File: src/inc/flash_status_defines.svh
// Purpose: constants for the flash status poller
// Assumes: 100 MHz core clock, 32-bit classic Wishbone slave
// Notes: offsets are byte addresses, one aligned word each
`ifndef FLASH_STATUS_DEFINES_SVH
`define FLASH_STATUS_DEFINES_SVH

`define FS_ADDR_W 23
`define FS_DATA_W 16

`define FS_REG_CTRL 8'h00
`define FS_REG_ADDR 8'h04
`define FS_REG_WDATA 8'h08
`define FS_REG_STATUS 8'h0c
`define FS_REG_RDATA 8'h10

`define FS_CTRL_POLL 0
`define FS_CTRL_WRITE 1
`define FS_CTRL_READ 2
`define FS_CTRL_ABORT 3

`define FS_ST_BUSY 0
`define FS_ST_DONE 1
`define FS_ST_FAIL 2
`define FS_ST_RBPIN 3
`define FS_ST_ETIMER 4
`define FS_ST_TIMEOUT 5
`define FS_ST_TOGGLE2 6
`define FS_ST_DPOLL 7

`define FS_DQ_POLL 7
`define FS_DQ_TOGGLE1 6
`define FS_DQ_TIMEOUT 5
`define FS_DQ_ETIMER 3
`define FS_DQ_TOGGLE2 2

`define FS_RESET_CMD 16'h00f0
`define FS_RST_ADDR 23'h000000
`define FS_REG_RST 32'h00000000

`define FS_CLK_NS 10
`define FS_RD_NS 70
`define FS_WR_NS 35
`define FS_REC_NS 20
`define FS_RD_CYC ((`FS_RD_NS + `FS_CLK_NS - 1) / `FS_CLK_NS)
`define FS_WR_CYC ((`FS_WR_NS + `FS_CLK_NS - 1) / `FS_CLK_NS)
`define FS_REC_CYC ((`FS_REC_NS + `FS_CLK_NS - 1) / `FS_CLK_NS)

`endif

File: src/inc/flash_status_pkg.sv
// Purpose: types shared by the flash status poller files
// Assumes: flash_status_defines.svh is on the include path
// Notes: widths come from the defines header
`include "flash_status_defines.svh"

package flash_status_pkg;

  typedef struct packed {
    logic write;
    logic [`FS_ADDR_W-1:0] addr;
    logic [`FS_DATA_W-1:0] wdata;
  } flash_req_t;

  typedef struct packed {
    logic ce_n;
    logic oe_n;
    logic we_n;
  } flash_strobe_t;

  typedef enum logic [1:0] {
    CYC_IDLE = 2'b00,
    CYC_ACT = 2'b01,
    CYC_REC = 2'b10
  } cyc_state_t;

  typedef enum logic [2:0] {
    ST_IDLE = 3'b000,
    ST_RD1 = 3'b001,
    ST_RD2 = 3'b010,
    ST_RD3 = 3'b011,
    ST_RST = 3'b100,
    ST_SWRD = 3'b101,
    ST_SWWR = 3'b110
  } poll_state_t;

endpackage

File: src/rtl/flash_cycle.sv
// Purpose: one asynchronous flash read or write cycle on the pins
// Assumes: request held stable while o_done is low after i_go
// Notes: every pin output is a flip-flop
`timescale 1ns/1ns
`default_nettype none
`include "flash_status_defines.svh"

module flash_cycle
  import flash_status_pkg::*;
#(
  parameter int unsigned RD_CYC = `FS_RD_CYC,
  parameter int unsigned WR_CYC = `FS_WR_CYC,
  parameter int unsigned REC_CYC = `FS_REC_CYC
)
(
  input wire logic i_core_clk,
  input wire logic i_nrst,
  input wire logic i_go,
  input wire flash_req_t i_req,
  output logic o_done,
  output logic [`FS_DATA_W-1:0] o_rdata,
  output var flash_strobe_t o_strobe,
  output logic [`FS_ADDR_W-1:0] o_addr,
  output logic [`FS_DATA_W-1:0] o_dq_out,
  output logic o_dq_oe,
  input wire logic [`FS_DATA_W-1:0] i_dq_in
);

  cyc_state_t state;
  logic [7:0] cnt;
  logic is_write;

  wire logic start = (state == CYC_IDLE) && i_go;
  wire logic cnt_end = (cnt == 8'h00);
  wire logic [7:0] act_len = i_req.write ? 8'(WR_CYC - 1) : 8'(RD_CYC - 1);

  always_ff @(posedge i_core_clk)
  begin
    if (!i_nrst)
    begin
      state <= CYC_IDLE;
      cnt <= 8'h00;
      is_write <= 1'b0;
      o_done <= 1'b0;
      o_rdata <= '0;
      o_strobe <= 3'b111;
      o_addr <= '0;
      o_dq_out <= '0;
      o_dq_oe <= 1'b0;
    end
    else
    begin
      o_done <= 1'b0;
      case (state)
        CYC_IDLE:
        begin
          if (start)
          begin
            state <= CYC_ACT;
            cnt <= act_len;
            is_write <= i_req.write;
            o_addr <= i_req.addr;
            o_dq_out <= i_req.wdata;
            o_dq_oe <= i_req.write;
            o_strobe <= {1'b0, i_req.write, ~i_req.write};
          end
        end
        CYC_ACT:
        begin
          if (cnt_end)
          begin
            // data latches in the flash on the rising strobe edge
            state <= CYC_REC;
            cnt <= 8'(REC_CYC - 1);
            o_strobe <= 3'b111;
            if (!is_write)
              o_rdata <= i_dq_in;
          end
          else
            cnt <= cnt - 8'h01;
        end
        CYC_REC:
        begin
          // bus released before done, so the next cycle starts from idle pins
          o_dq_oe <= 1'b0;
          if (cnt_end)
          begin
            state <= CYC_IDLE;
            o_done <= 1'b1;
          end
          else
            cnt <= cnt - 8'h01;
        end
        default:
          state <= CYC_IDLE;
      endcase
    end
  end

endmodule
`default_nettype wire

File: src/rtl/flash_status_poller.sv
// Purpose: host-side status poller and command port for an async flash
// Assumes: classic Wishbone slave, ready/busy pin synchronous to clock
// Notes: software sends command sequences one write at a time
`timescale 1ns/1ns
`default_nettype none
`include "flash_status_defines.svh"

module flash_status_poller
  import flash_status_pkg::*;
#(
  parameter int unsigned RD_CYC = `FS_RD_CYC,
  parameter int unsigned WR_CYC = `FS_WR_CYC,
  parameter int unsigned REC_CYC = `FS_REC_CYC
)
(
  input wire logic i_core_clk,
  input wire logic i_nrst,
  input wire logic i_wb_cyc,
  input wire logic i_wb_stb,
  input wire logic i_wb_we,
  input wire logic [7:0] i_wb_adr,
  input wire logic [3:0] i_wb_sel,
  input wire logic [31:0] i_wb_dat,
  output logic [31:0] o_wb_dat,
  output logic o_wb_ack,
  output logic o_flash_ce_n,
  output logic o_flash_oe_n,
  output logic o_flash_we_n,
  output logic [`FS_ADDR_W-1:0] o_flash_addr,
  output logic [`FS_DATA_W-1:0] o_flash_dq_out,
  output logic o_flash_dq_oe,
  input wire logic [`FS_DATA_W-1:0] i_flash_dq_in,
  input wire logic i_ready_busy_n_pin
);

  // ----------------------------------------------------------------
  // byte-lane merge
  // ----------------------------------------------------------------
  function automatic logic [31:0] lane_merge(input logic [31:0] old_v,
                                             input logic [31:0] new_v,
                                             input logic [3:0] sel);
    logic [31:0] r;
    r = old_v;
    for (int i = 0; i < 4; i++)
      if (sel[i])
        r[i*8 +: 8] = new_v[i*8 +: 8];
    return r;
  endfunction

  // ----------------------------------------------------------------
  // state
  // ----------------------------------------------------------------
  poll_state_t state;
  logic issued;
  logic [`FS_ADDR_W-1:0] op_addr;
  logic [`FS_DATA_W-1:0] wdata;
  logic [`FS_DATA_W-1:0] rdata;
  logic [`FS_DATA_W-1:0] prev_dq;
  logic done_flag;
  logic fail_flag;
  logic etimer;
  logic timeout_seen;
  logic toggle2;
  logic dpoll;
  logic [1:0] poll_reads;

  flash_strobe_t strobe;
  flash_req_t req;
  logic cyc_done;
  logic [`FS_DATA_W-1:0] cyc_rdata;

  // ----------------------------------------------------------------
  // wishbone decode
  // ----------------------------------------------------------------
  wire logic bus_req = i_wb_cyc && i_wb_stb;
  wire logic wr_ack = bus_req && i_wb_we && o_wb_ack;
  wire logic hit_ctrl = (i_wb_adr == `FS_REG_CTRL);
  wire logic hit_addr = (i_wb_adr == `FS_REG_ADDR);
  wire logic hit_wdata = (i_wb_adr == `FS_REG_WDATA);
  wire logic hit_status = (i_wb_adr == `FS_REG_STATUS);
  wire logic hit_rdata = (i_wb_adr == `FS_REG_RDATA);
  wire logic ctrl_wr = wr_ack && hit_ctrl && i_wb_sel[0];
  wire logic cmd_poll = ctrl_wr && i_wb_dat[`FS_CTRL_POLL];
  wire logic cmd_write = ctrl_wr && i_wb_dat[`FS_CTRL_WRITE];
  wire logic cmd_read = ctrl_wr && i_wb_dat[`FS_CTRL_READ];
  wire logic cmd_abort = ctrl_wr && i_wb_dat[`FS_CTRL_ABORT];
  wire logic status_clr = wr_ack && hit_status && i_wb_sel[0];
  wire logic engine_busy = (state != ST_IDLE);
  wire logic accept_poll = cmd_poll && !engine_busy;

  wire logic [31:0] status_word = {24'h000000, dpoll, toggle2, timeout_seen, etimer,
                                   i_ready_busy_n_pin, fail_flag, done_flag, engine_busy};
  wire logic [31:0] addr_word = {{(32-`FS_ADDR_W){1'b0}}, op_addr};
  wire logic [31:0] addr_merged = lane_merge(addr_word, i_wb_dat, i_wb_sel);
  wire logic [31:0] wdata_merged = lane_merge({16'h0000, wdata}, i_wb_dat, i_wb_sel);

  // unmapped addresses and the write-only control word read as zero
  wire logic [31:0] rd_mux =
    hit_addr ? addr_word :
    hit_wdata ? {16'h0000, wdata} :
    hit_status ? status_word :
    hit_rdata ? {16'h0000, rdata} :
    32'h00000000;

  // ----------------------------------------------------------------
  // poll sequencing
  // ----------------------------------------------------------------
  wire logic in_poll = (state == ST_RD1) || (state == ST_RD2) || (state == ST_RD3);
  wire logic is_read_state = in_poll || (state == ST_SWRD);
  wire logic cyc_go = engine_busy && !issued;
  wire logic toggling = (cyc_rdata[`FS_DQ_TOGGLE1] != prev_dq[`FS_DQ_TOGGLE1]);
  wire logic rd2_ok = (state == ST_RD2) && cyc_done && !toggling;
  wire logic rd2_tmo = (state == ST_RD2) && cyc_done && toggling && cyc_rdata[`FS_DQ_TIMEOUT];
  wire logic rd3_ok = (state == ST_RD3) && cyc_done && !toggling;
  wire logic rst_end = (state == ST_RST) && cyc_done;
  wire logic set_done = rd2_ok || rd3_ok;
  wire logic next_done = set_done || (done_flag && !(status_clr && i_wb_dat[`FS_ST_DONE]));
  wire logic next_fail = rst_end || (fail_flag && !(status_clr && i_wb_dat[`FS_ST_FAIL]));

  // reset command goes to a fixed address; status reads use the bank address
  assign req.write = (state == ST_RST) || (state == ST_SWWR);
  assign req.addr = (state == ST_RST) ? `FS_RST_ADDR : op_addr;
  assign req.wdata = (state == ST_RST) ? `FS_RESET_CMD : wdata;

  always_ff @(posedge i_core_clk)
  begin
    if (!i_nrst)
    begin
      o_wb_ack <= 1'b0;
      o_wb_dat <= `FS_REG_RST;
      op_addr <= '0;
      wdata <= '0;
    end
    else
    begin
      o_wb_ack <= bus_req && !o_wb_ack;
      o_wb_dat <= (bus_req && !o_wb_ack) ? rd_mux : 32'h00000000;
      if (wr_ack && hit_addr)
        op_addr <= addr_merged[`FS_ADDR_W-1:0];
      if (wr_ack && hit_wdata)
        wdata <= wdata_merged[`FS_DATA_W-1:0];
    end
  end

  always_ff @(posedge i_core_clk)
  begin
    if (!i_nrst)
    begin
      state <= ST_IDLE;
      issued <= 1'b0;
      poll_reads <= 2'b00;
    end
    else
    begin
      if (cyc_go)
        issued <= 1'b1;
      else if (cyc_done)
        issued <= 1'b0;
      case (state)
        ST_IDLE:
        begin
          // a fresh poll always starts at the double read
          if (accept_poll)
          begin
            state <= ST_RD1;
            poll_reads <= 2'b00;
          end
          else if (cmd_write)
            state <= ST_SWWR;
          else if (cmd_read)
            state <= ST_SWRD;
        end
        ST_RD1:
        begin
          if (cyc_done)
          begin
            state <= ST_RD2;
            poll_reads <= 2'b01;
          end
        end
        ST_RD2:
        begin
          if (cyc_done)
          begin
            poll_reads <= 2'b10;
            if (!toggling)
              state <= ST_IDLE;
            else if (cyc_rdata[`FS_DQ_TIMEOUT])
              state <= ST_RD3;
            else if (cmd_abort)
              state <= ST_IDLE;
            else
              state <= ST_RD1;
          end
        end
        ST_RD3:
        begin
          if (cyc_done)
          begin
            poll_reads <= 2'b11;
            state <= toggling ? ST_RST : ST_IDLE;
          end
        end
        ST_RST:
        begin
          if (cyc_done)
            state <= ST_IDLE;
        end
        ST_SWRD, ST_SWWR:
        begin
          if (cyc_done)
            state <= ST_IDLE;
        end
        default:
          state <= ST_IDLE;
      endcase
    end
  end

  // ----------------------------------------------------------------
  // captured status
  // ----------------------------------------------------------------
  always_ff @(posedge i_core_clk)
  begin
    if (!i_nrst)
    begin
      done_flag <= 1'b0;
      fail_flag <= 1'b0;
      rdata <= '0;
      prev_dq <= '0;
      etimer <= 1'b0;
      timeout_seen <= 1'b0;
      toggle2 <= 1'b0;
      dpoll <= 1'b0;
    end
    else
    begin
      done_flag <= next_done;
      fail_flag <= next_fail;
      if (cyc_done && is_read_state)
      begin
        rdata <= cyc_rdata;
        prev_dq <= cyc_rdata;
        // erase timer sampled on every read so software sees it around commands
        etimer <= cyc_rdata[`FS_DQ_ETIMER];
        timeout_seen <= cyc_rdata[`FS_DQ_TIMEOUT];
        dpoll <= cyc_rdata[`FS_DQ_POLL];
        if (state != ST_RD1)
          toggle2 <= cyc_rdata[`FS_DQ_TOGGLE2] != prev_dq[`FS_DQ_TOGGLE2];
      end
    end
  end

  // ----------------------------------------------------------------
  // pin cycle engine
  // ----------------------------------------------------------------
  flash_cycle #(
    .RD_CYC(RD_CYC),
    .WR_CYC(WR_CYC),
    .REC_CYC(REC_CYC)
  ) u_cycle (
    .i_core_clk(i_core_clk),
    .i_nrst(i_nrst),
    .i_go(cyc_go),
    .i_req(req),
    .o_done(cyc_done),
    .o_rdata(cyc_rdata),
    .o_strobe(strobe),
    .o_addr(o_flash_addr),
    .o_dq_out(o_flash_dq_out),
    .o_dq_oe(o_flash_dq_oe),
    .i_dq_in(i_flash_dq_in)
  );

  assign o_flash_ce_n = strobe.ce_n;
  assign o_flash_oe_n = strobe.oe_n;
  assign o_flash_we_n = strobe.we_n;

  // ----------------------------------------------------------------
  // checks
  // ----------------------------------------------------------------
  chk_done_two_reads: assert property (@(posedge i_core_clk) disable iff (!i_nrst)
    set_done |-> (state == ST_RD2 || state == ST_RD3) && poll_reads >= 2'b01)
    else $error("done without a double read");

  chk_recheck_timeout: assert property (@(posedge i_core_clk) disable iff (!i_nrst)
    rd2_tmo |=> state == ST_RD3)
    else $error("timeout recheck not taken");

  chk_poll_restart: assert property (@(posedge i_core_clk) disable iff (!i_nrst)
    (state == ST_IDLE && cmd_poll) |=> state == ST_RD1 && poll_reads == 2'b00 && !issued)
    else $error("poll did not restart at first read");

  chk_reset_write: assert property (@(posedge i_core_clk) disable iff (!i_nrst)
    (state == ST_RST && cyc_go) |-> req.write && req.wdata == `FS_RESET_CMD)
    else $error("reset command not sent");

  chk_fail_after_rst: assert property (@(posedge i_core_clk) disable iff (!i_nrst)
    $rose(fail_flag) |-> $past(state) == ST_RST && $past(cyc_done))
    else $error("failure flagged without reset command");

  chk_bank_addr: assert property (@(posedge i_core_clk) disable iff (!i_nrst)
    (cyc_go && in_poll) |=> o_flash_addr == $past(op_addr) && !o_flash_ce_n)
    else $error("status read left the bank address");

  chk_timer_capture: assert property (@(posedge i_core_clk) disable iff (!i_nrst)
    (cyc_done && is_read_state) |=> etimer == $past(cyc_rdata[`FS_DQ_ETIMER]))
    else $error("erase timer bit not captured");

  chk_wb_ack_pulse: assert property (@(posedge i_core_clk) disable iff (!i_nrst)
    o_wb_ack |=> !o_wb_ack)
    else $error("ack held longer than one cycle");

endmodule
`default_nettype wire

File: config.mk
export PLATFORM = sky130hd
export DESIGN_NAME = flash_status_poller
export DESIGN_NICKNAME = d
export VERILOG_FILES = /design/src/inc/flash_status_pkg.sv /design/src/rtl/flash_cycle.sv /design/src/rtl/flash_status_poller.sv
export VERILOG_INCLUDE_DIRS = /design/src /design/src/inc
export SDC_FILE = /design/constraint.sdc
export NUM_CORES = 1
export LEC_CHECK = 0
export BUFFER_PORTS_ARGS = -buffer_cell sky130_fd_sc_hd__buf_2
export CORE_ASPECT_RATIO = 1.5
export CORE_UTILIZATION = 41
export CTS_CLUSTER_DIAMETER = 120
export DETAILED_ROUTE_END_ITERATION = 16
export PLACE_DENSITY = 0.72
export SLEW_MARGIN = 30
export SYNTH_ARGS = -nofsm -noshare
export SYNTH_HDL_FRONTEND = slang
export SYNTH_SLANG_ARGS = --single-unit
export TNS_END_PERCENT = 50
File: constraint.sdc
create_clock -name i_core_clk -period 2.4 [get_ports i_core_clk]
set_input_delay 0.36 -clock i_core_clk [delete_from_list [all_inputs] [get_ports i_core_clk]]
set_output_delay 0.36 -clock i_core_clk [all_outputs]
set_load 0.05 [all_outputs]
==> results.py <==
metrics = {
    "outcome": {
        "status": "finished, final reports clean",
    },
    "clocking": {
        "htree_levels": 4,
        "cts_resized": 0,
        "clock_path_buffers": 2,
        "cts.sinks": 157,
        "cts_made_buffers": 17,
        "cts_tree": "yes",
        "cts_setup_buffers": 0,
        "worst_skew_pair.late_latency_ps": 420,
        "cts_hold_buf": 0,
        "clkTransAtPathRegs_ps": 60,
        "cts_root_buf": "clkbuf_16",
    },
    "yosys": {
        "post-synth-top-area-cell": "dfxtp_1",
        "synth.yosys.warnings": 0,
        "ys_seq_elements": 157,
        "synth_area_leaders": "dfxtp_1 (48%), mux2i_1 (8.5%), nand2_1 (5.9%), a21boi_0 (4.6%), nor2b_1 (3.3%)",
        "yosys.area_share.adder_pct": 1.33,
        "async_flop_share_pct": 0,
        "synth_top_area_share_pct": 47.6,
        "synthFlopType": "dfxtp_1",
        "synthSimpleGateAreaFrac_pct": 22.4,
        "synthCells": 728,
        "ys_seq_area_share_pct": 47.6,
        "synthMuxAreaShare_pct": 8.50,
        "synth.distinct_cells": 60,
        "synth_area_per_cell_um2": 9.06,
        "synth_area_um2": 6600,
        "synth_top_family_by_area": "simple AND/OR/NAND/NOR gates",
        "synth_edf_count": 0,
        "synth_compound_area_share_pct": 14.4,
        "synth_xor_area_share_pct": 0.929,
    },
    "power_and_ir_drop": {
        "power.density_nw_per_um2": 817,
        "switchingPower_mw": 1.69,
        "p_total_mw": 6.46,
        "power.clock.fraction_pct": 42.2,
        "p_sw_share_pct": 26.2,
        "p_comb_share_pct": 14.5,
        "p_int_mw": 4.77,
        "max-vdd-ir-drop_mv": 0.822,
        "leakagePower_nw": 3.29,
        "seqPwrFrac_pct": 43.3,
    },
    "final_layout": {
        "final_util_pct": 50.4,
        "area_delta_synth_final_pct": 19.9,
        "drive_gt1_share_pct": 20.8,
        "num-nets-final": 903,
        "final_common_cell": "dfxtp_1",
        "layout.cells.non_filler": 1045,
        "final_area_um2": 7910,
        "final_cell_mix": "dfxtp_1 (157), buf_2 (122), nand2_1 (103)",
    },
    "floorplan": {
        "die_x_um": 106,
        "start_util_pct": 42.0,
        "pin_count": 142,
        "die_area_um2": 16600,
        "die_h_um": 157,
        "core_area_um2": 15700,
        "rows": 56,
    },
    "critical_path": {
        "crit_chain": "nor4_4 > and3_1 > nand3b_1 > buf_4 > mux2i_1 > nor2b_1",
        "critPathLaunchType": "flip-flop",
        "max_stage_delay_ps": 380,
        "cp-end-kind": "flip-flop",
        "critPathKind": "reg -> reg",
        "critical-path-top-delay-family": "simple AND/OR/NAND/NOR gates",
        "crit_cells": 6,
        "cp.arrival_ps": 2130,
        "worstPathRequired_ps": 2700,
        "r2r_cells": 6,
        "r2r_start": "u_cycle.cnt[3]",
        "cp_max_fo": 16,
        "crit_slowest_cell": "nor4_4",
        "path_buf_inv": 1,
        "crit_path_start": "u_cycle.cnt[3]",
    },
    "placement": {
        "port_buffers": 122,
        "dp_cells": 1014,
        "place_congestion": 0.877,
        "dp_hpwl_mm": 11.3,
        "placed_area_um2": 7310,
    },
    "grt": {
        "grt_overflow": 0,
        "grt_pass1_vias": 5096,
        "grt_pass1_wl_mm": 25.6,
        "antenna_found_initial": 0,
        "grtUsageTotal_pct": 19.6,
        "grt_max_degree": 83,
    },
    "route": {
        "vias_per_cell": 5.17,
        "routed_wl_mm": 16.0,
        "antenna_left": 0,
        "drt_iter0_drc": 268,
        "vias": 5404,
        "avgRoutedWirePerCell_um": 15.3,
        "drcViolationCount": 0,
        "drt_pass1_iterations": 5,
    },
    "hold_path": {
        "min_from": "i_wb_dat[20]",
        "holdPathStages": 3,
        "hold_class": "in -> reg",
    },
    "sta": {
        "worst_pin_slew_ps": 707,
        "setup_viol": 0,
        "fin_crit_ps": 1830,
        "relSlewSlack_pct": 52.9,
        "rsz0062_at_grt": "false",
        "tns_ps": 0,
        "hold_viol": 0,
        "fin_skew_ps": 12.7,
        "post-route-period-util_pct": 76.4,
        "drv_slew": 0,
        "fmax_ghz": 0.546,
    },
    "flow_run": {
        "maxCapViolCount": 0,
    },
}
-- final cells by class --
type | instances | area [um2]
multi-input cells | 513 | 3180
inverters | 9 | 33.8
clock buffers | 21 | 460
repair buffers | 132 | 698
diodes | 1 | 2.50
fillers | 1520 | 7780
clock inverters | 9 | 136
well taps | 203 | 254
flip-flops and latches | 157 | 3140
-- registers in the layout (all words and copies together), names as in the netlist, 2 cells and up --
register and flops:
u_cycle.o_strobe 3, state 3, u_cycle.o_rdata 16, u_cycle.cnt 8
prev_dq 16, u_cycle.o_dq_out 16, wdata 16, u_cycle.state 2
o_wb_dat 23, u_cycle.o_addr 23, op_addr 23
-- per-stage QoR --
stage,setup WS [ps],hold WS (ps)
2_1_floorplan,562,431
3_3_place_gp,400,431
3_5_place_dp,395,438
4_1_cts,549,178
5_1_grt,416,195
6_report,567,186
-- synthesized netlist by cell type (all sizes together) (9+ instances only) --
cell type,n
a21oi,31
clkbuf,31
mux2i,56
dfxtp,157
o21ai,31
a21boi,40
nand2b,10
nand2,104
nor3,16
nor2,49
inv,9
nand3,42
nor2b,35
buf,26
-- per-layer routing --
layer / routed length, um / global-route usage, % / vias up
met5: 0 / 0 / -
met2: 7860 / 33.9 / 159
li1: - / - / 2690
met3: 725 / 4.68 / 32
met4: 520 / 8.80 / 0
met1: 6870 / 23.1 / 2523
-- path summary, 6_finish.rpt --
| kind | end | slack (ps) |
|---|---|---|
| worst max-delay path | u_cycle.o_rdata[8] | 570 |
| worst min-delay path | op_addr[20] | 190 |
| worst max register to register | u_cycle.o_rdata[8] | 570 |
| worst min register to register | u_cycle.o_strobe[2] | 440 |
-- cells by family (layout without fill, tap and decap cells) --
group | after synthesis | in the layout
flops | 157 | 157
mux | 56 | 56
fa+ha+maj | 7 | 7
simple gates | 291 | 291
buf+inv | 66 | 171
xor+xnor | 7 | 7
compound gates | 143 | 143
other cells | 1 | 10
-- power groups by stage --
stage / logic [mW] / clock network [mW] / registers, mW
2_1_floorplan: 0.796 / 0 / 2.84
5_1_grt: 1.04 / 2.89 / 2.81
3_3_place_gp: 0.924 / 0 / 2.85
4_1_cts: 0.941 / 2.77 / 2.80
6_report: 0.939 / 2.73 / 2.80
3_5_place_dp: 0.934 / 0 / 2.85
-- tightest hold or removal path: stages --
cell and delay [ps]:
buf_2 80, mux2i_1 60, nor2_1 70
Power figures use the tool's default switching activity.
